### src/design/msrs_consts.vh
// Constants for the multi-source reset sequencer
`ifndef MSRS_CONSTS_VH
`define MSRS_CONSTS_VH

// Sequencer states
`define MSRS_ST_RUN 3'h0
`define MSRS_ST_COLD 3'h1
`define MSRS_ST_WARM 3'h2
`define MSRS_ST_SYS 3'h3
`define MSRS_ST_INIT 3'h4
`define MSRS_ST_PAUSE 3'h5
`define MSRS_ST_CPU 3'h6

// Reset type status layout, bit 2 and bits above 3 read zero
`define MSRS_STAT_W 4
`define MSRS_STAT_COLD 4'h1
`define MSRS_STAT_WARM 4'h2
`define MSRS_STAT_SYS 4'h8
`define MSRS_STAT_RST 4'h1

// Latched configuration: boot select on top of the option pins
`define MSRS_CFG_W 23
`define MSRS_BOOT_W 4
`define MSRS_DEVICE_STATUS_REG_W 27
`define MSRS_SYNC_W 29

// Timing: reference clock period in sys_clk cycles and pause length
`define MSRS_TMR_W 16
`define MSRS_REF_DIV 16'h0004
`define MSRS_PAUSE_REF_CYC 16'h000A
`define MSRS_LOCK_WAIT_CYC 16'h0200

`endif

### src/design/msrs_sync.v
// Two-flop synchroniser for the reset and configuration pins
`default_nettype none
`include "msrs_consts.vh"

module msrs_sync (
    // Clock and reset
    input wire sys_clk,
    input wire resetn,
    // Pin side and synchronised side
    input wire [`MSRS_SYNC_W-1:0] pin_in,
    output reg [`MSRS_SYNC_W-1:0] pin_sync
);

    reg [`MSRS_SYNC_W-1:0] meta_reg;

    // Clears to zero, so both reset pins read as asserted until sampled
    always @(posedge sys_clk or negedge resetn)
    begin
        if (!resetn)
        begin
            meta_reg <= {`MSRS_SYNC_W{1'b0}};
            pin_sync <= {`MSRS_SYNC_W{1'b0}};
        end
        else
        begin
            meta_reg <= pin_in;
            pin_sync <= meta_reg;
        end
    end

endmodule
`default_nettype wire

### src/design/msrs_timer.v
// One-shot timer counting divided reference ticks
`default_nettype none
`include "msrs_consts.vh"

module msrs_timer (
    // Clock and reset
    input wire sys_clk,
    input wire resetn,
    // Control
    input wire clear,
    input wire start,
    input wire [`MSRS_TMR_W-1:0] div_limit,
    input wire [`MSRS_TMR_W-1:0] target,
    // One-cycle pulse when the count is reached
    output reg done
);

    reg running_reg;
    reg [`MSRS_TMR_W-1:0] div_reg;
    reg [`MSRS_TMR_W-1:0] cnt_reg;
    wire tick;

    // Reference-rate enable pulse from the divider
    assign tick = running_reg && (div_reg >= div_limit - 16'h0001);

    // Divider and tick counter; clear wins over start
    always @(posedge sys_clk or negedge resetn)
    begin
        if (!resetn)
        begin
            running_reg <= 1'b0;
            div_reg <= 16'h0000;
            cnt_reg <= 16'h0000;
            done <= 1'b0;
        end
        else
        begin
            done <= 1'b0;
            if (clear)
            begin
                running_reg <= 1'b0;
                div_reg <= 16'h0000;
                cnt_reg <= 16'h0000;
            end
            else if (start)
            begin
                running_reg <= 1'b1;
                div_reg <= 16'h0000;
                cnt_reg <= 16'h0000;
            end
            else if (running_reg)
            begin
                div_reg <= tick ? 16'h0000 : div_reg + 16'h0001;
                if (tick)
                begin
                    cnt_reg <= cnt_reg + 16'h0001;
                    if (cnt_reg + 16'h0001 >= target)
                    begin
                        running_reg <= 1'b0;
                        done <= 1'b1;
                    end
                end
            end
        end
    end

endmodule
`default_nettype wire

### src/design/msrs_reset_seq.v
// Chip reset sequencer: cold, warm, system and CPU-local resets
`default_nettype none
`include "msrs_consts.vh"

module msrs_reset_seq (
    // Clock and reset
    input wire sys_clk,
    input wire resetn,
    // Reset pins from the board, active low
    input wire cold_reset_n,
    input wire warm_reset_n,
    // Configuration and boot select pins
    input wire [`MSRS_CFG_W-1:0] cfg_pins,
    input wire [`MSRS_BOOT_W-1:0] boot_select_pins,
    // Internal requests
    input wire max_reset_req,
    input wire sys_reset_req,
    input wire sys_reset_mask,
    input wire host_port_cpu_req,
    input wire pci_cpu_req,
    input wire pci_enabled,
    input wire init_done,
    // Status
    output reg reset_in_progress_n,
    output reg [`MSRS_STAT_W-1:0] reset_type,
    output reg [`MSRS_DEVICE_STATUS_REG_W-1:0] device_status_reg,
    output reg [`MSRS_BOOT_W-1:0] boot_select,
    // Reset distribution, active low
    output reg test_emu_reset_n,
    output reg core_reset_n,
    output reg cpu_reset_n,
    output reg mem_regs_reset_n,
    output reg mem_fsm_reset_n,
    output reg main_ctl_reset_n,
    output reg aux_ctl_reset_n,
    // PLL and clock control
    output reg main_pll_reset,
    output reg aux_pll_reset,
    output reg aux_clk_valid,
    output reg ctl_ref_clk_mode,
    output reg sysclk_default_div,
    output reg sysclk_run,
    // Pin group control
    output reg pins_all_hiz,
    output reg pins_reset_state,
    output reg pci_pins_hold,
    output reg pci_pins_hiz,
    output reg host_ready_out,
    output reg host_ready_oe
);

    reg [2:0] state_reg;
    reg [2:0] state_next;
    reg [`MSRS_STAT_W-1:0] stat_next;
    reg latch_cfg;
    reg pci_was_en_reg;
    wire pci_cpu_now;
    wire [`MSRS_SYNC_W-1:0] pins_s;
    wire cold_n_s;
    wire warm_n_s;
    wire [`MSRS_CFG_W-1:0] cfg_s;
    wire [`MSRS_BOOT_W-1:0] boot_s;
    wire warm_active;
    wire sys_go;
    wire cpu_any;
    wire cold_release;
    wire pause_start;
    wire lock_done;
    wire pause_done;
    wire n_cold;
    wire n_warm;
    wire n_sys;
    wire n_init;
    wire n_cpu;

    // Equality test used by every output decode
    function is_state;
        input [2:0] st;
        input [2:0] want;
        begin
            is_state = (st == want);
        end
    endfunction

    // All pins pass two flops; no logic reads the first stage
    msrs_sync u_sync (
        .sys_clk(sys_clk),
        .resetn(resetn),
        .pin_in({boot_select_pins, cfg_pins, warm_reset_n, cold_reset_n}),
        .pin_sync(pins_s)
    );

    assign cold_n_s = pins_s[0];
    assign warm_n_s = pins_s[1];
    assign cfg_s = pins_s[`MSRS_CFG_W+1:2];
    assign boot_s = pins_s[`MSRS_SYNC_W-1:`MSRS_CFG_W+2];

    // Request qualification; maximum reset behaves as a warm one
    assign warm_active = !warm_n_s || max_reset_req;
    assign sys_go = sys_reset_req && !sys_reset_mask;
    assign cpu_any = host_port_cpu_req || pci_cpu_req;
    // Unregistered, so the PCI pins float in the same cycle the CPU reset starts
    assign pci_cpu_now = pci_cpu_req && !sys_go;
    assign cold_release = is_state(state_reg, `MSRS_ST_COLD) && cold_n_s;
    assign pause_start = is_state(state_next, `MSRS_ST_PAUSE)
        && !is_state(state_reg, `MSRS_ST_PAUSE);

    // both pins high
    // Cold preempts anything; warm preempts everything but cold
    always @*
    begin
        state_next = state_reg;
        stat_next = reset_type;
        latch_cfg = 1'b0;
        if (!cold_n_s)
        begin
            state_next = `MSRS_ST_COLD;
            stat_next = `MSRS_STAT_COLD;
        end
        else if (cold_release)
        begin
            latch_cfg = 1'b1;
            state_next = warm_active ? `MSRS_ST_WARM : `MSRS_ST_INIT;
        end
        else if (warm_active)
        begin
            if (!is_state(state_reg, `MSRS_ST_WARM))
            begin
                stat_next = `MSRS_STAT_WARM;
            end
            state_next = `MSRS_ST_WARM;
        end
        else if (is_state(state_reg, `MSRS_ST_WARM))
        begin
            latch_cfg = 1'b1;
            state_next = `MSRS_ST_INIT;
        end
        else
        begin
            case (state_reg)
                `MSRS_ST_RUN, `MSRS_ST_CPU:
                begin
                    if (sys_go)
                    begin
                        state_next = `MSRS_ST_SYS;
                        stat_next = `MSRS_STAT_SYS;
                    end
                    else if (cpu_any)
                    begin
                        state_next = `MSRS_ST_CPU;
                    end
                    else
                    begin
                        state_next = `MSRS_ST_RUN;
                    end
                end
                `MSRS_ST_SYS:
                begin
                    if (!sys_go)
                    begin
                        state_next = `MSRS_ST_INIT;
                    end
                end
                `MSRS_ST_INIT:
                begin
                    if (init_done && aux_clk_valid)
                    begin
                        state_next = `MSRS_ST_PAUSE;
                    end
                end
                `MSRS_ST_PAUSE:
                begin
                    if (pause_done)
                    begin
                        state_next = `MSRS_ST_RUN;
                    end
                end
                default:
                begin
                    state_next = `MSRS_ST_RUN;
                end
            endcase
        end
    end

    // Power-up lands in cold reset and records it
    always @(posedge sys_clk or negedge resetn)
    begin
        if (!resetn)
        begin
            state_reg <= `MSRS_ST_COLD;
            reset_type <= `MSRS_STAT_RST;
        end
        else
        begin
            state_reg <= state_next;
            reset_type <= stat_next;
        end
    end

    // lock wait counter
    // Started as the aux PLL leaves reset, cleared while cold is low
    msrs_timer u_lock_tmr (
        .sys_clk(sys_clk),
        .resetn(resetn),
        .clear(!cold_n_s),
        .start(cold_release),
        .div_limit(16'h0001),
        .target(`MSRS_LOCK_WAIT_CYC),
        .done(lock_done)
    );

    // ten reference cycles
    // Pause counts reference ticks, not sys_clk cycles
    msrs_timer u_pause_tmr (
        .sys_clk(sys_clk),
        .resetn(resetn),
        .clear(!cold_n_s),
        .start(pause_start),
        .div_limit(`MSRS_REF_DIV),
        .target(`MSRS_PAUSE_REF_CYC),
        .done(pause_done)
    );

    // Decode of the state being entered, so outputs are all flops
    assign n_cold = is_state(state_next, `MSRS_ST_COLD);
    assign n_warm = is_state(state_next, `MSRS_ST_WARM);
    assign n_sys = is_state(state_next, `MSRS_ST_SYS);
    assign n_init = is_state(state_next, `MSRS_ST_INIT);
    assign n_cpu = is_state(state_next, `MSRS_ST_CPU);

    // Reset distribution and status pin
    always @(posedge sys_clk or negedge resetn)
    begin
        if (!resetn)
        begin
            reset_in_progress_n <= 1'b0;
            test_emu_reset_n <= 1'b0;
            core_reset_n <= 1'b0;
            cpu_reset_n <= 1'b0;
            mem_regs_reset_n <= 1'b0;
            mem_fsm_reset_n <= 1'b0;
            main_ctl_reset_n <= 1'b0;
            aux_ctl_reset_n <= 1'b0;
        end
        else
        begin
            reset_in_progress_n <= !(n_cold || n_warm || n_sys || n_init);
            test_emu_reset_n <= !n_cold;
            core_reset_n <= !(n_cold || n_warm || n_sys);
            cpu_reset_n <= !(n_cold || n_warm || n_sys || n_cpu);
            mem_regs_reset_n <= !(n_cold || n_warm);
            mem_fsm_reset_n <= !(n_cold || n_warm || n_sys);
            main_ctl_reset_n <= !(n_cold || n_warm);
            aux_ctl_reset_n <= !(n_cold || n_warm);
        end
    end

    // PLL and system clock control
    always @(posedge sys_clk or negedge resetn)
    begin
        if (!resetn)
        begin
            main_pll_reset <= 1'b1;
            aux_pll_reset <= 1'b1;
            aux_clk_valid <= 1'b0;
            ctl_ref_clk_mode <= 1'b1;
            sysclk_default_div <= 1'b0;
            sysclk_run <= 1'b1;
        end
        else
        begin
            main_pll_reset <= n_cold || n_warm;
            aux_pll_reset <= n_cold;
            if (n_cold)
            begin
                aux_clk_valid <= 1'b0;
            end
            else if (lock_done)
            begin
                aux_clk_valid <= 1'b1;
            end
            ctl_ref_clk_mode <= n_cold || n_warm;
            sysclk_default_div <= latch_cfg;
            // pause after every init
            // Downstream gating stops at the end of the current clock cycle
            sysclk_run <= !is_state(state_next, `MSRS_ST_PAUSE);
        end
    end

    // Configuration capture; system reset never re-latches
    always @(posedge sys_clk or negedge resetn)
    begin
        if (!resetn)
        begin
            device_status_reg <= {`MSRS_DEVICE_STATUS_REG_W{1'b0}};
            boot_select <= {`MSRS_BOOT_W{1'b0}};
        end
        else if (latch_cfg)
        begin
            device_status_reg <= {boot_s, cfg_s};
            boot_select <= boot_s;
        end
    end

    // PCI enable is frozen on warm reset entry so warm knows the old state
    always @(posedge sys_clk or negedge resetn)
    begin
        if (!resetn)
        begin
            pci_was_en_reg <= 1'b0;
        end
        else
        begin
            if (n_cold)
            begin
                pci_was_en_reg <= 1'b0;
            end
            else if (!n_warm && !is_state(state_reg, `MSRS_ST_WARM))
            begin
                pci_was_en_reg <= pci_enabled;
            end
        end
    end

    // Pin group control
    always @(posedge sys_clk or negedge resetn)
    begin
        if (!resetn)
        begin
            pins_all_hiz <= 1'b1;
            pins_reset_state <= 1'b0;
            pci_pins_hold <= 1'b0;
            pci_pins_hiz <= 1'b0;
            host_ready_out <= 1'b0;
            host_ready_oe <= 1'b0;
        end
        else
        begin
            pins_all_hiz <= n_cold;
            pins_reset_state <= n_warm;
            pci_pins_hold <= n_warm && pci_was_en_reg;
            pci_pins_hiz <= n_cpu && pci_cpu_now;
            host_ready_out <= n_cpu && pci_cpu_now;
            host_ready_oe <= n_cpu && pci_cpu_now;
        end
    end

endmodule
`default_nettype wire

### config.mk
export PLATFORM = sky130hd
export DESIGN_NAME = msrs_reset_seq
export DESIGN_NICKNAME = d
export VERILOG_FILES = /design/src/design/msrs_sync.v /design/src/design/msrs_timer.v /design/src/design/msrs_reset_seq.v
export VERILOG_INCLUDE_DIRS = /design/src /design/src/design
export SDC_FILE = /design/constraint.sdc
export NUM_CORES = 1
export LEC_CHECK = 0
export ABC_CLOCK_PERIOD_IN_PS = 2300
export BUFFER_PORTS_ARGS = -buffer_cell sky130_fd_sc_hd__buf_2
export CAP_MARGIN = 10
export CELL_PAD_IN_SITES_DETAIL_PLACEMENT = 1
export CELL_PAD_IN_SITES_GLOBAL_PLACEMENT = 1
export CORE_ASPECT_RATIO = 0.6
export CORE_MARGIN = 2
export CORE_UTILIZATION = 40
export DETAILED_ROUTE_END_ITERATION = 7
export HOLD_SLACK_MARGIN = 0.1
export MAX_ROUTING_LAYER = met4
export PLACE_DENSITY_LB_ADDON = 0.05
export SYNTH_ARGS = -nofsm -noshare
export SYNTH_HDL_FRONTEND = slang
export SYNTH_SLANG_ARGS = --single-unit
### constraint.sdc
create_clock -name sys_clk -period 2.3 [get_ports sys_clk]
set_clock_uncertainty 0.2 [all_clocks]
set_input_delay 0.46 -clock sys_clk [delete_from_list [all_inputs] [get_ports sys_clk]]
set_output_delay 0.46 -clock sys_clk [all_outputs]
set_load 0.01 [all_outputs]
==> impl_metrics.tcl, run 1 <==
set metrics [dict create \
    clk_pin_slew_worst_paths_ns 0.07 \
    cts_tree "done" \
    p_int_w 0.00474 \
    peakVddDrop_v 0.000427 \
    synth.most_common_cell "dfrtp_1" \
    syn_avg_cell_area_um2 11.0 \
    grt_first_pass_wirelength_mm 24.5 \
    yosys_warnings 0 \
    synth_top_area_cell "dfrtp_1" \
    die_h_um 100 \
    ys.flop_type "dfrtp_1" \
    grt_pass1_vias 4773 \
    nNetsFinal 754 \
    vias_per_cell 4.90 \
    hold_slack_ns 0.124 \
    grt_usage_pct 19.9 \
    rsz0062_at_grt "true" \
    swShare_pct 27.3 \
    finalCriticalPeriod_ns 2.27 \
    drt_iter0_drc 244 \
    stdcell_count 928 \
    finalWeightedCongestion 0.800 \
    synth_top_area_share_pct 61.3 \
    routed_wl_mm 14.9 \
    crit_buf_inv 0 \
    p_leak_nw 3.89 \
    place_hpwl_mm 10.1 \
    yosysSeqAreaShare_pct 63.4 \
    die_area_mm2 0.0166 \
    drc 0 \
    cts_inserted_buffers 17 \
    firstDrtPassIters 4 \
    synth_fp_nets 608 \
    multiInputGateArea_mm2 0.00207 \
    path_cells "nand4_2 > or4_4 > mux2_1 > nor2_2 > nor4_4 > o31a_1" \
    netlist_top_cells_count "dfrtp_1, nand2_1, nor2_1" \
    die_w_um 165 \
    ff_latch_area_mm2 0.00394 \
    ys_types 62 \
    area_growth_pct 29.1 \
    netlist_instances 566 \
    required_ns 2.40 \
    power_density_mw_per_mm2 813 \
    power.switching_w 0.00178 \
    synth_area_mm2 0.00620 \
    synth_seq_cells 157 \
    cts_root_buffer "clkbuf_16" \
    htree_levels 4 \
    drive_gt1_share_pct 25.4 \
    critPathLaunchType "flip-flop" \
    setup_viol 0 \
    vias 4548 \
    finalPower_w 0.00651 \
    io_pins 93 \
    grt-ovfl-total 0 \
    fin_crit_sh_pct 98.6 \
    wl_per_cell_um 16.0 \
    rows 35 \
    synthTopCellsByArea "dfrtp_1, nand2_1, nor2_1" \
    numPlacedInstances 864 \
    cts_sinks 157 \
    nFillCells 1679 \
    core_area_mm2 0.0152 \
    clock_power_share_pct 42.1 \
    grt_start_max_net_pins 65 \
    cts_buffer_depth 2 \
    async_reset_ff_share_pct 100 \
    combPwrFrac_pct 10.7 \
    clock.fmax_mhz 441 \
    ant_nets 0 \
    initial_core_util_pct 40.7 \
    end_kind "flip-flop" \
    hold_class "input port to flip-flop" \
    worstSetupPathType "flip-flop to flip-flop" \
    clk_latency_ns 0.42 \
    cpLargestDelayFamily "simple AND/OR/NAND/NOR gates" \
    hold_viol 0 \
    slowest_stage "or4_4" \
    synth_edf_count 0 \
    drv_cap 0 \
    diodes 0 \
    status "finished clean" \
    antenna_found_initial 0 \
    cp_data_arrival_time_ns 2.36 \
    cpPeakStageDelay_ns 0.57 \
    port_buffers 91 \
    cp_max_fo 3 \
    seqPwrFrac_pct 47.2 \
    drv_slew 0 \
]
cells in the final DEF, fill, tap and decap left out, types with 4 or more instances in the layout:
cell,synthesis,final
o21ai_0,10,10
nand2b_1,9,9
dfrtp_2,0,4
nor4_1,4,4
nor2_1,73,72
nand3_1,16,16
dlygate4sd3_1,0,31
dfrtp_1,152,148
nand4_1,8,8
or3_1,7,7
nand2_1,96,96
a21oi_1,11,11
buf_2,1,90
buf_12,0,4
nor3_1,6,6
buf_4,14,34
dfstp_2,5,5
xor2_1,26,26
xnor2_1,15,15
inv_8,0,5
and3_1,15,15
inv_6,0,8
inv_1,14,14
clkbuf_16,0,17
through the flow:
step	worst slack, ns	TNS (ns)	utilization [%]	instance area (um2)
after global placement	0.0506	0	46.5	7090
after detailed placement	0.0210	0	46.5	7090
after CTS	0.0225	0	52.3	7970
after global routing	-0.0385	-0.0549	52.6	8010
after floorplan	0.00833	0	-	6210
final	0.0320	0	52.6	8010
path summary, 6_finish.rpt:
check	start	end	slack, ns	cells past startpoint
max	u_pause_tmr.cnt_reg[6]$_DFFE_PN0P_	u_pause_tmr.running_reg$_DFF_PN0_	0.03	6
min	pci_cpu_req	host_ready_oe$_DFF_PN0_	0.12	2
max reg2reg	u_pause_tmr.cnt_reg[6]$_DFFE_PN0P_	u_pause_tmr.running_reg$_DFF_PN0_	0.03	6
min reg2reg	u_sync.meta_reg[12]$_DFF_PN0_	u_sync.pin_sync[12]$_DFF_PN0_	0.15	0
max in group asynchronous	resetn	u_pause_tmr.cnt_reg[11]$_DFFE_PN0P_	0.92	3
min in group asynchronous	resetn	u_lock_tmr.cnt_reg[1]$_DFFE_PN0P_	0.30	2
area by class of cell:
type,count,share of cell area (%)
flip-flops and latches,157,49.2
multi-input cells,360,25.9
inverters,16,0.750
well taps,203,3.17
repair buffers,160,13.8
clock buffers,18,5.48
clock inverters,14,1.69
repair_timing:
item / in CTS / in global routing
endpoints found under the setup margin: 1 / 4
hold buffers: 31 / 0
resized for setup: 0 / 9
endpoints found under the hold margin: 63 / 0
buffers inserted: 0 / 1
pin swaps: 3 / 2
cells by family after synthesis:
group                      Yosys count  share of synthesized area [%]
and+or+nand+nor                    257                           19.5
DFF                                157                           63.4
AOI/OAI and AO/OA                   52                           5.77
buffers and inverters               49                           3.83
xor gates and xnor gates            41                           5.79
muxes                                5                          0.847
adders and majority gates            4                          0.807
other                                1                         0.0604
per-layer routing:
layer / GRT usage (%) / vias to the layer above / share of wire, %
met1: 27.1 / 2295 / 50
met2: 30.8 / 81 / 47
met4: 5.22 / 0 / 0.73
met3: 4.15 / 11 / 3.1
met5: - / - / 0
li1: - / 2161 / -
power by group through the flow:
stage                     combinational, W  sequential [W]  clock (W)
after floorplan                   0.000252         0.00318          0
after global placement            0.000650         0.00311          0
after detailed placement          0.000667         0.00313          0
after CTS                         0.000716         0.00308    0.00282
after global routing              0.000788         0.00310    0.00296
final                             0.000700         0.00307    0.00274
No activity file was read; power rests on OpenSTA's default activity.
==> inputs of run 2 (changes only) <==
Settings changed: BUFFER_PORTS_ARGS -buffer_cell sky130_fd_sc_hd__buf_2 to -buffer_cell sky130_fd_sc_hd__clkbuf_2.
==> run 2 against run 1 <==
Effect of this change: largest cell class unchanged; maximum frequency increased by 2.7%; routed wire length decreased by 1.2%; clock power about the same; sequential share of layout area decreased by 0.50 points; critical path depth increased by 1; worst setup slack improved by 0.059 ns; global-route usage increased by 0.13 points; combinational power about the same; design area increased by 0.97%; register-to-register slack improved by 0.06 ns; largest power group unchanged; utilization increased by 0.51 points; critical path type unchanged; non-clock buffer count increased by 5.
==> impl_metrics.tcl, run 2 (synthesis gave the netlist of run 1 again) <==
set metrics [dict create \
    status "finished clean" \
    cp_max_fo 3 \
    die_area_mm2 0.0166 \
    slowest_stage "or4_4" \
    cts_root_buffer "clkbuf_16" \
    rsz0062_at_grt "true" \
    grt_pass1_vias 4914 \
    worst_r2r_path_depth 7 \
    required_ns 2.40 \
    htree_levels 4 \
    clk_pin_slew_worst_paths_ns 0.07 \
    hold_path_end "host_ready_oe$_DFF_PN0_" \
    final_common_cell "dfrtp_1" \
    stdcell_count 933 \
    fin_util_pct 53.1 \
    fin_tns_setup_ns 0 \
    cts_tree "done" \
    setup_viol 0 \
    peakVddDrop_v 0.000452 \
    core_area_mm2 0.0152 \
    crit_buf_inv 0 \
    worstSetupPathType "flip-flop to flip-flop" \
    cp_data_arrival_time_ns 2.31 \
    hold_path_depth 2 \
    hold_class "input port to flip-flop" \
    grt_start_max_net_pins 43 \
    grt_use_met2_pct 30.4 \
    finalCriticalPeriod_ns 2.21 \
    hold_slack_ns 0.136 \
    grt_busiest_layer "met2" \
    vias_per_cell 4.82 \
    cpPeakStageDelay_ns 0.47 \
    worstHoldStart "pci_cpu_req" \
    cts_sinks 157 \
    initial_core_util_pct 40.7 \
    cpLargestDelayFamily "simple AND/OR/NAND/NOR gates" \
    cts_buffer_depth 2 \
    clock.fmax_mhz 453 \
    drc 0 \
    ant_nets 0 \
    end_kind "flip-flop" \
    routed_wl_mm 14.7 \
    drive_gt1_share_pct 25.8 \
    grt_first_pass_wirelength_mm 24.9 \
    clk_latency_ns 0.42 \
    reg2reg_slack_ns 0.09 \
    place_hpwl_mm 10.3 \
    regToRegEndpoint "u_pause_tmr.running_reg$_DFF_PN0_" \
    firstDrtPassIters 4 \
    rows 35 \
    grt_util_met3_pct 4.32 \
    critPathLaunchType "flip-flop" \
    area_growth_pct 30.3 \
    path_cells "ha_4 > nand3_4 > or4_4 > mux2_4 > nor2_2 > nor4_4 > o31a_1" \
    io_pins 93 \
    grt-ovfl-total 0 \
    fin_crit_sh_pct 96.0 \
    drv_cap 0 \
    hold_viol 0 \
    die_w_um 165 \
    vias 4494 \
    grt_usage_pct 20.1 \
    port_buffers 91 \
    rr_startpoint "u_pause_tmr.cnt_reg[1]$_DFFE_PN0P_" \
    finalWeightedCongestion 0.786 \
    wl_per_cell_um 15.7 \
    diodes 0 \
    numPlacedInstances 867 \
    mostFrequentLayoutCells "dfrtp_1, nand2_1, clkbuf_2, nor2_1, buf_4" \
    cts_inserted_buffers 17 \
    p_leak_nw 3.92 \
    die_h_um 100 \
    drt_iter0_drc 242 \
    grt_use_met1_pct 27.7 \
    power_density_mw_per_mm2 804 \
    antenna_found_initial 0 \
    nNetsFinal 759 \
    drv_slew 0 \
]
==> run 2: metrics by stage <==
step / instance area, um2 / worst slack (ns) / total power [W]
6_report: 8090 / 0.0909 / 0.00650
5_1_grt: 8090 / -0.00483 / 0.00682
4_1_cts: 8030 / 0.00338 / 0.00660
3_5_place_dp: 7110 / -0.0479 / 0.00380
3_3_place_gp: 7110 / 0.0431 / 0.00377
2_1_floorplan: 6210 / 0.00833 / 0.00343
==> run 2: area by class of cell <==
type	count	area [um2]
Timing Repair Buffer	165	1140
Clock buffer	18	439
Sequential cell	157	3940
Clock inverter	14	143
Tap cell	203	254
Inverter	16	60.1
Fill cell	1645	7150
Multi-Input combinational cell	360	2110
==> run 2: worst max-delay path by stage <==
stage / startpoint / end / slack [ns] / cells after the start
after global routing: u_pause_tmr.cnt_reg[0]$_DFFE_PN0P_ / u_pause_tmr.running_reg$_DFF_PN0_ / -0.005 / 7
after detailed placement: u_pause_tmr.cnt_reg[0]$_DFFE_PN0P_ / u_pause_tmr.done$_DFF_PN0_ / -0.05 / 7
after CTS: u_pause_tmr.cnt_reg[1]$_DFFE_PN0P_ / u_pause_tmr.running_reg$_DFF_PN0_ / 0.003 / 7
after global placement: u_pause_tmr.cnt_reg[1]$_DFFE_PN0P_ / u_pause_tmr.running_reg$_DFF_PN0_ / 0.04 / 7
final: u_pause_tmr.cnt_reg[1]$_DFFE_PN0P_ / u_pause_tmr.running_reg$_DFF_PN0_ / 0.09 / 7
after floorplan: u_pause_tmr.cnt_reg[0]$_DFFE_PN0P_ / u_pause_tmr.running_reg$_DFF_PN0_ / 0.008 / 7
==> run 2: layer usage <==
metal / share of wire, % / vias to the layer above / wire length (um)
li1: - / 2173 / -
met1: 51 / 2232 / 7530
met2: 44 / 71 / 6520
met3: 3.0 / 18 / 446
met4: 1.3 / 0 / 187
met5: 0 / - / 0
==> run 2: power breakdown <==
group          switching [W]  total (W)  leakage [nW]  internal (W)
logic               0.000405   0.000698          1.66      0.000293
clock network        0.00125    0.00272         0.281       0.00147
registers           0.000115    0.00308          1.98       0.00297
==> run 2: timing repair <==
item	in CTS	in global routing
hold buffers	31	0
cloned	0	0
resized for setup	4	7
buffers inserted	0	3
setup endpoints to repair	2	6
endpoints found under the hold margin	68	0
pin swaps	1	5
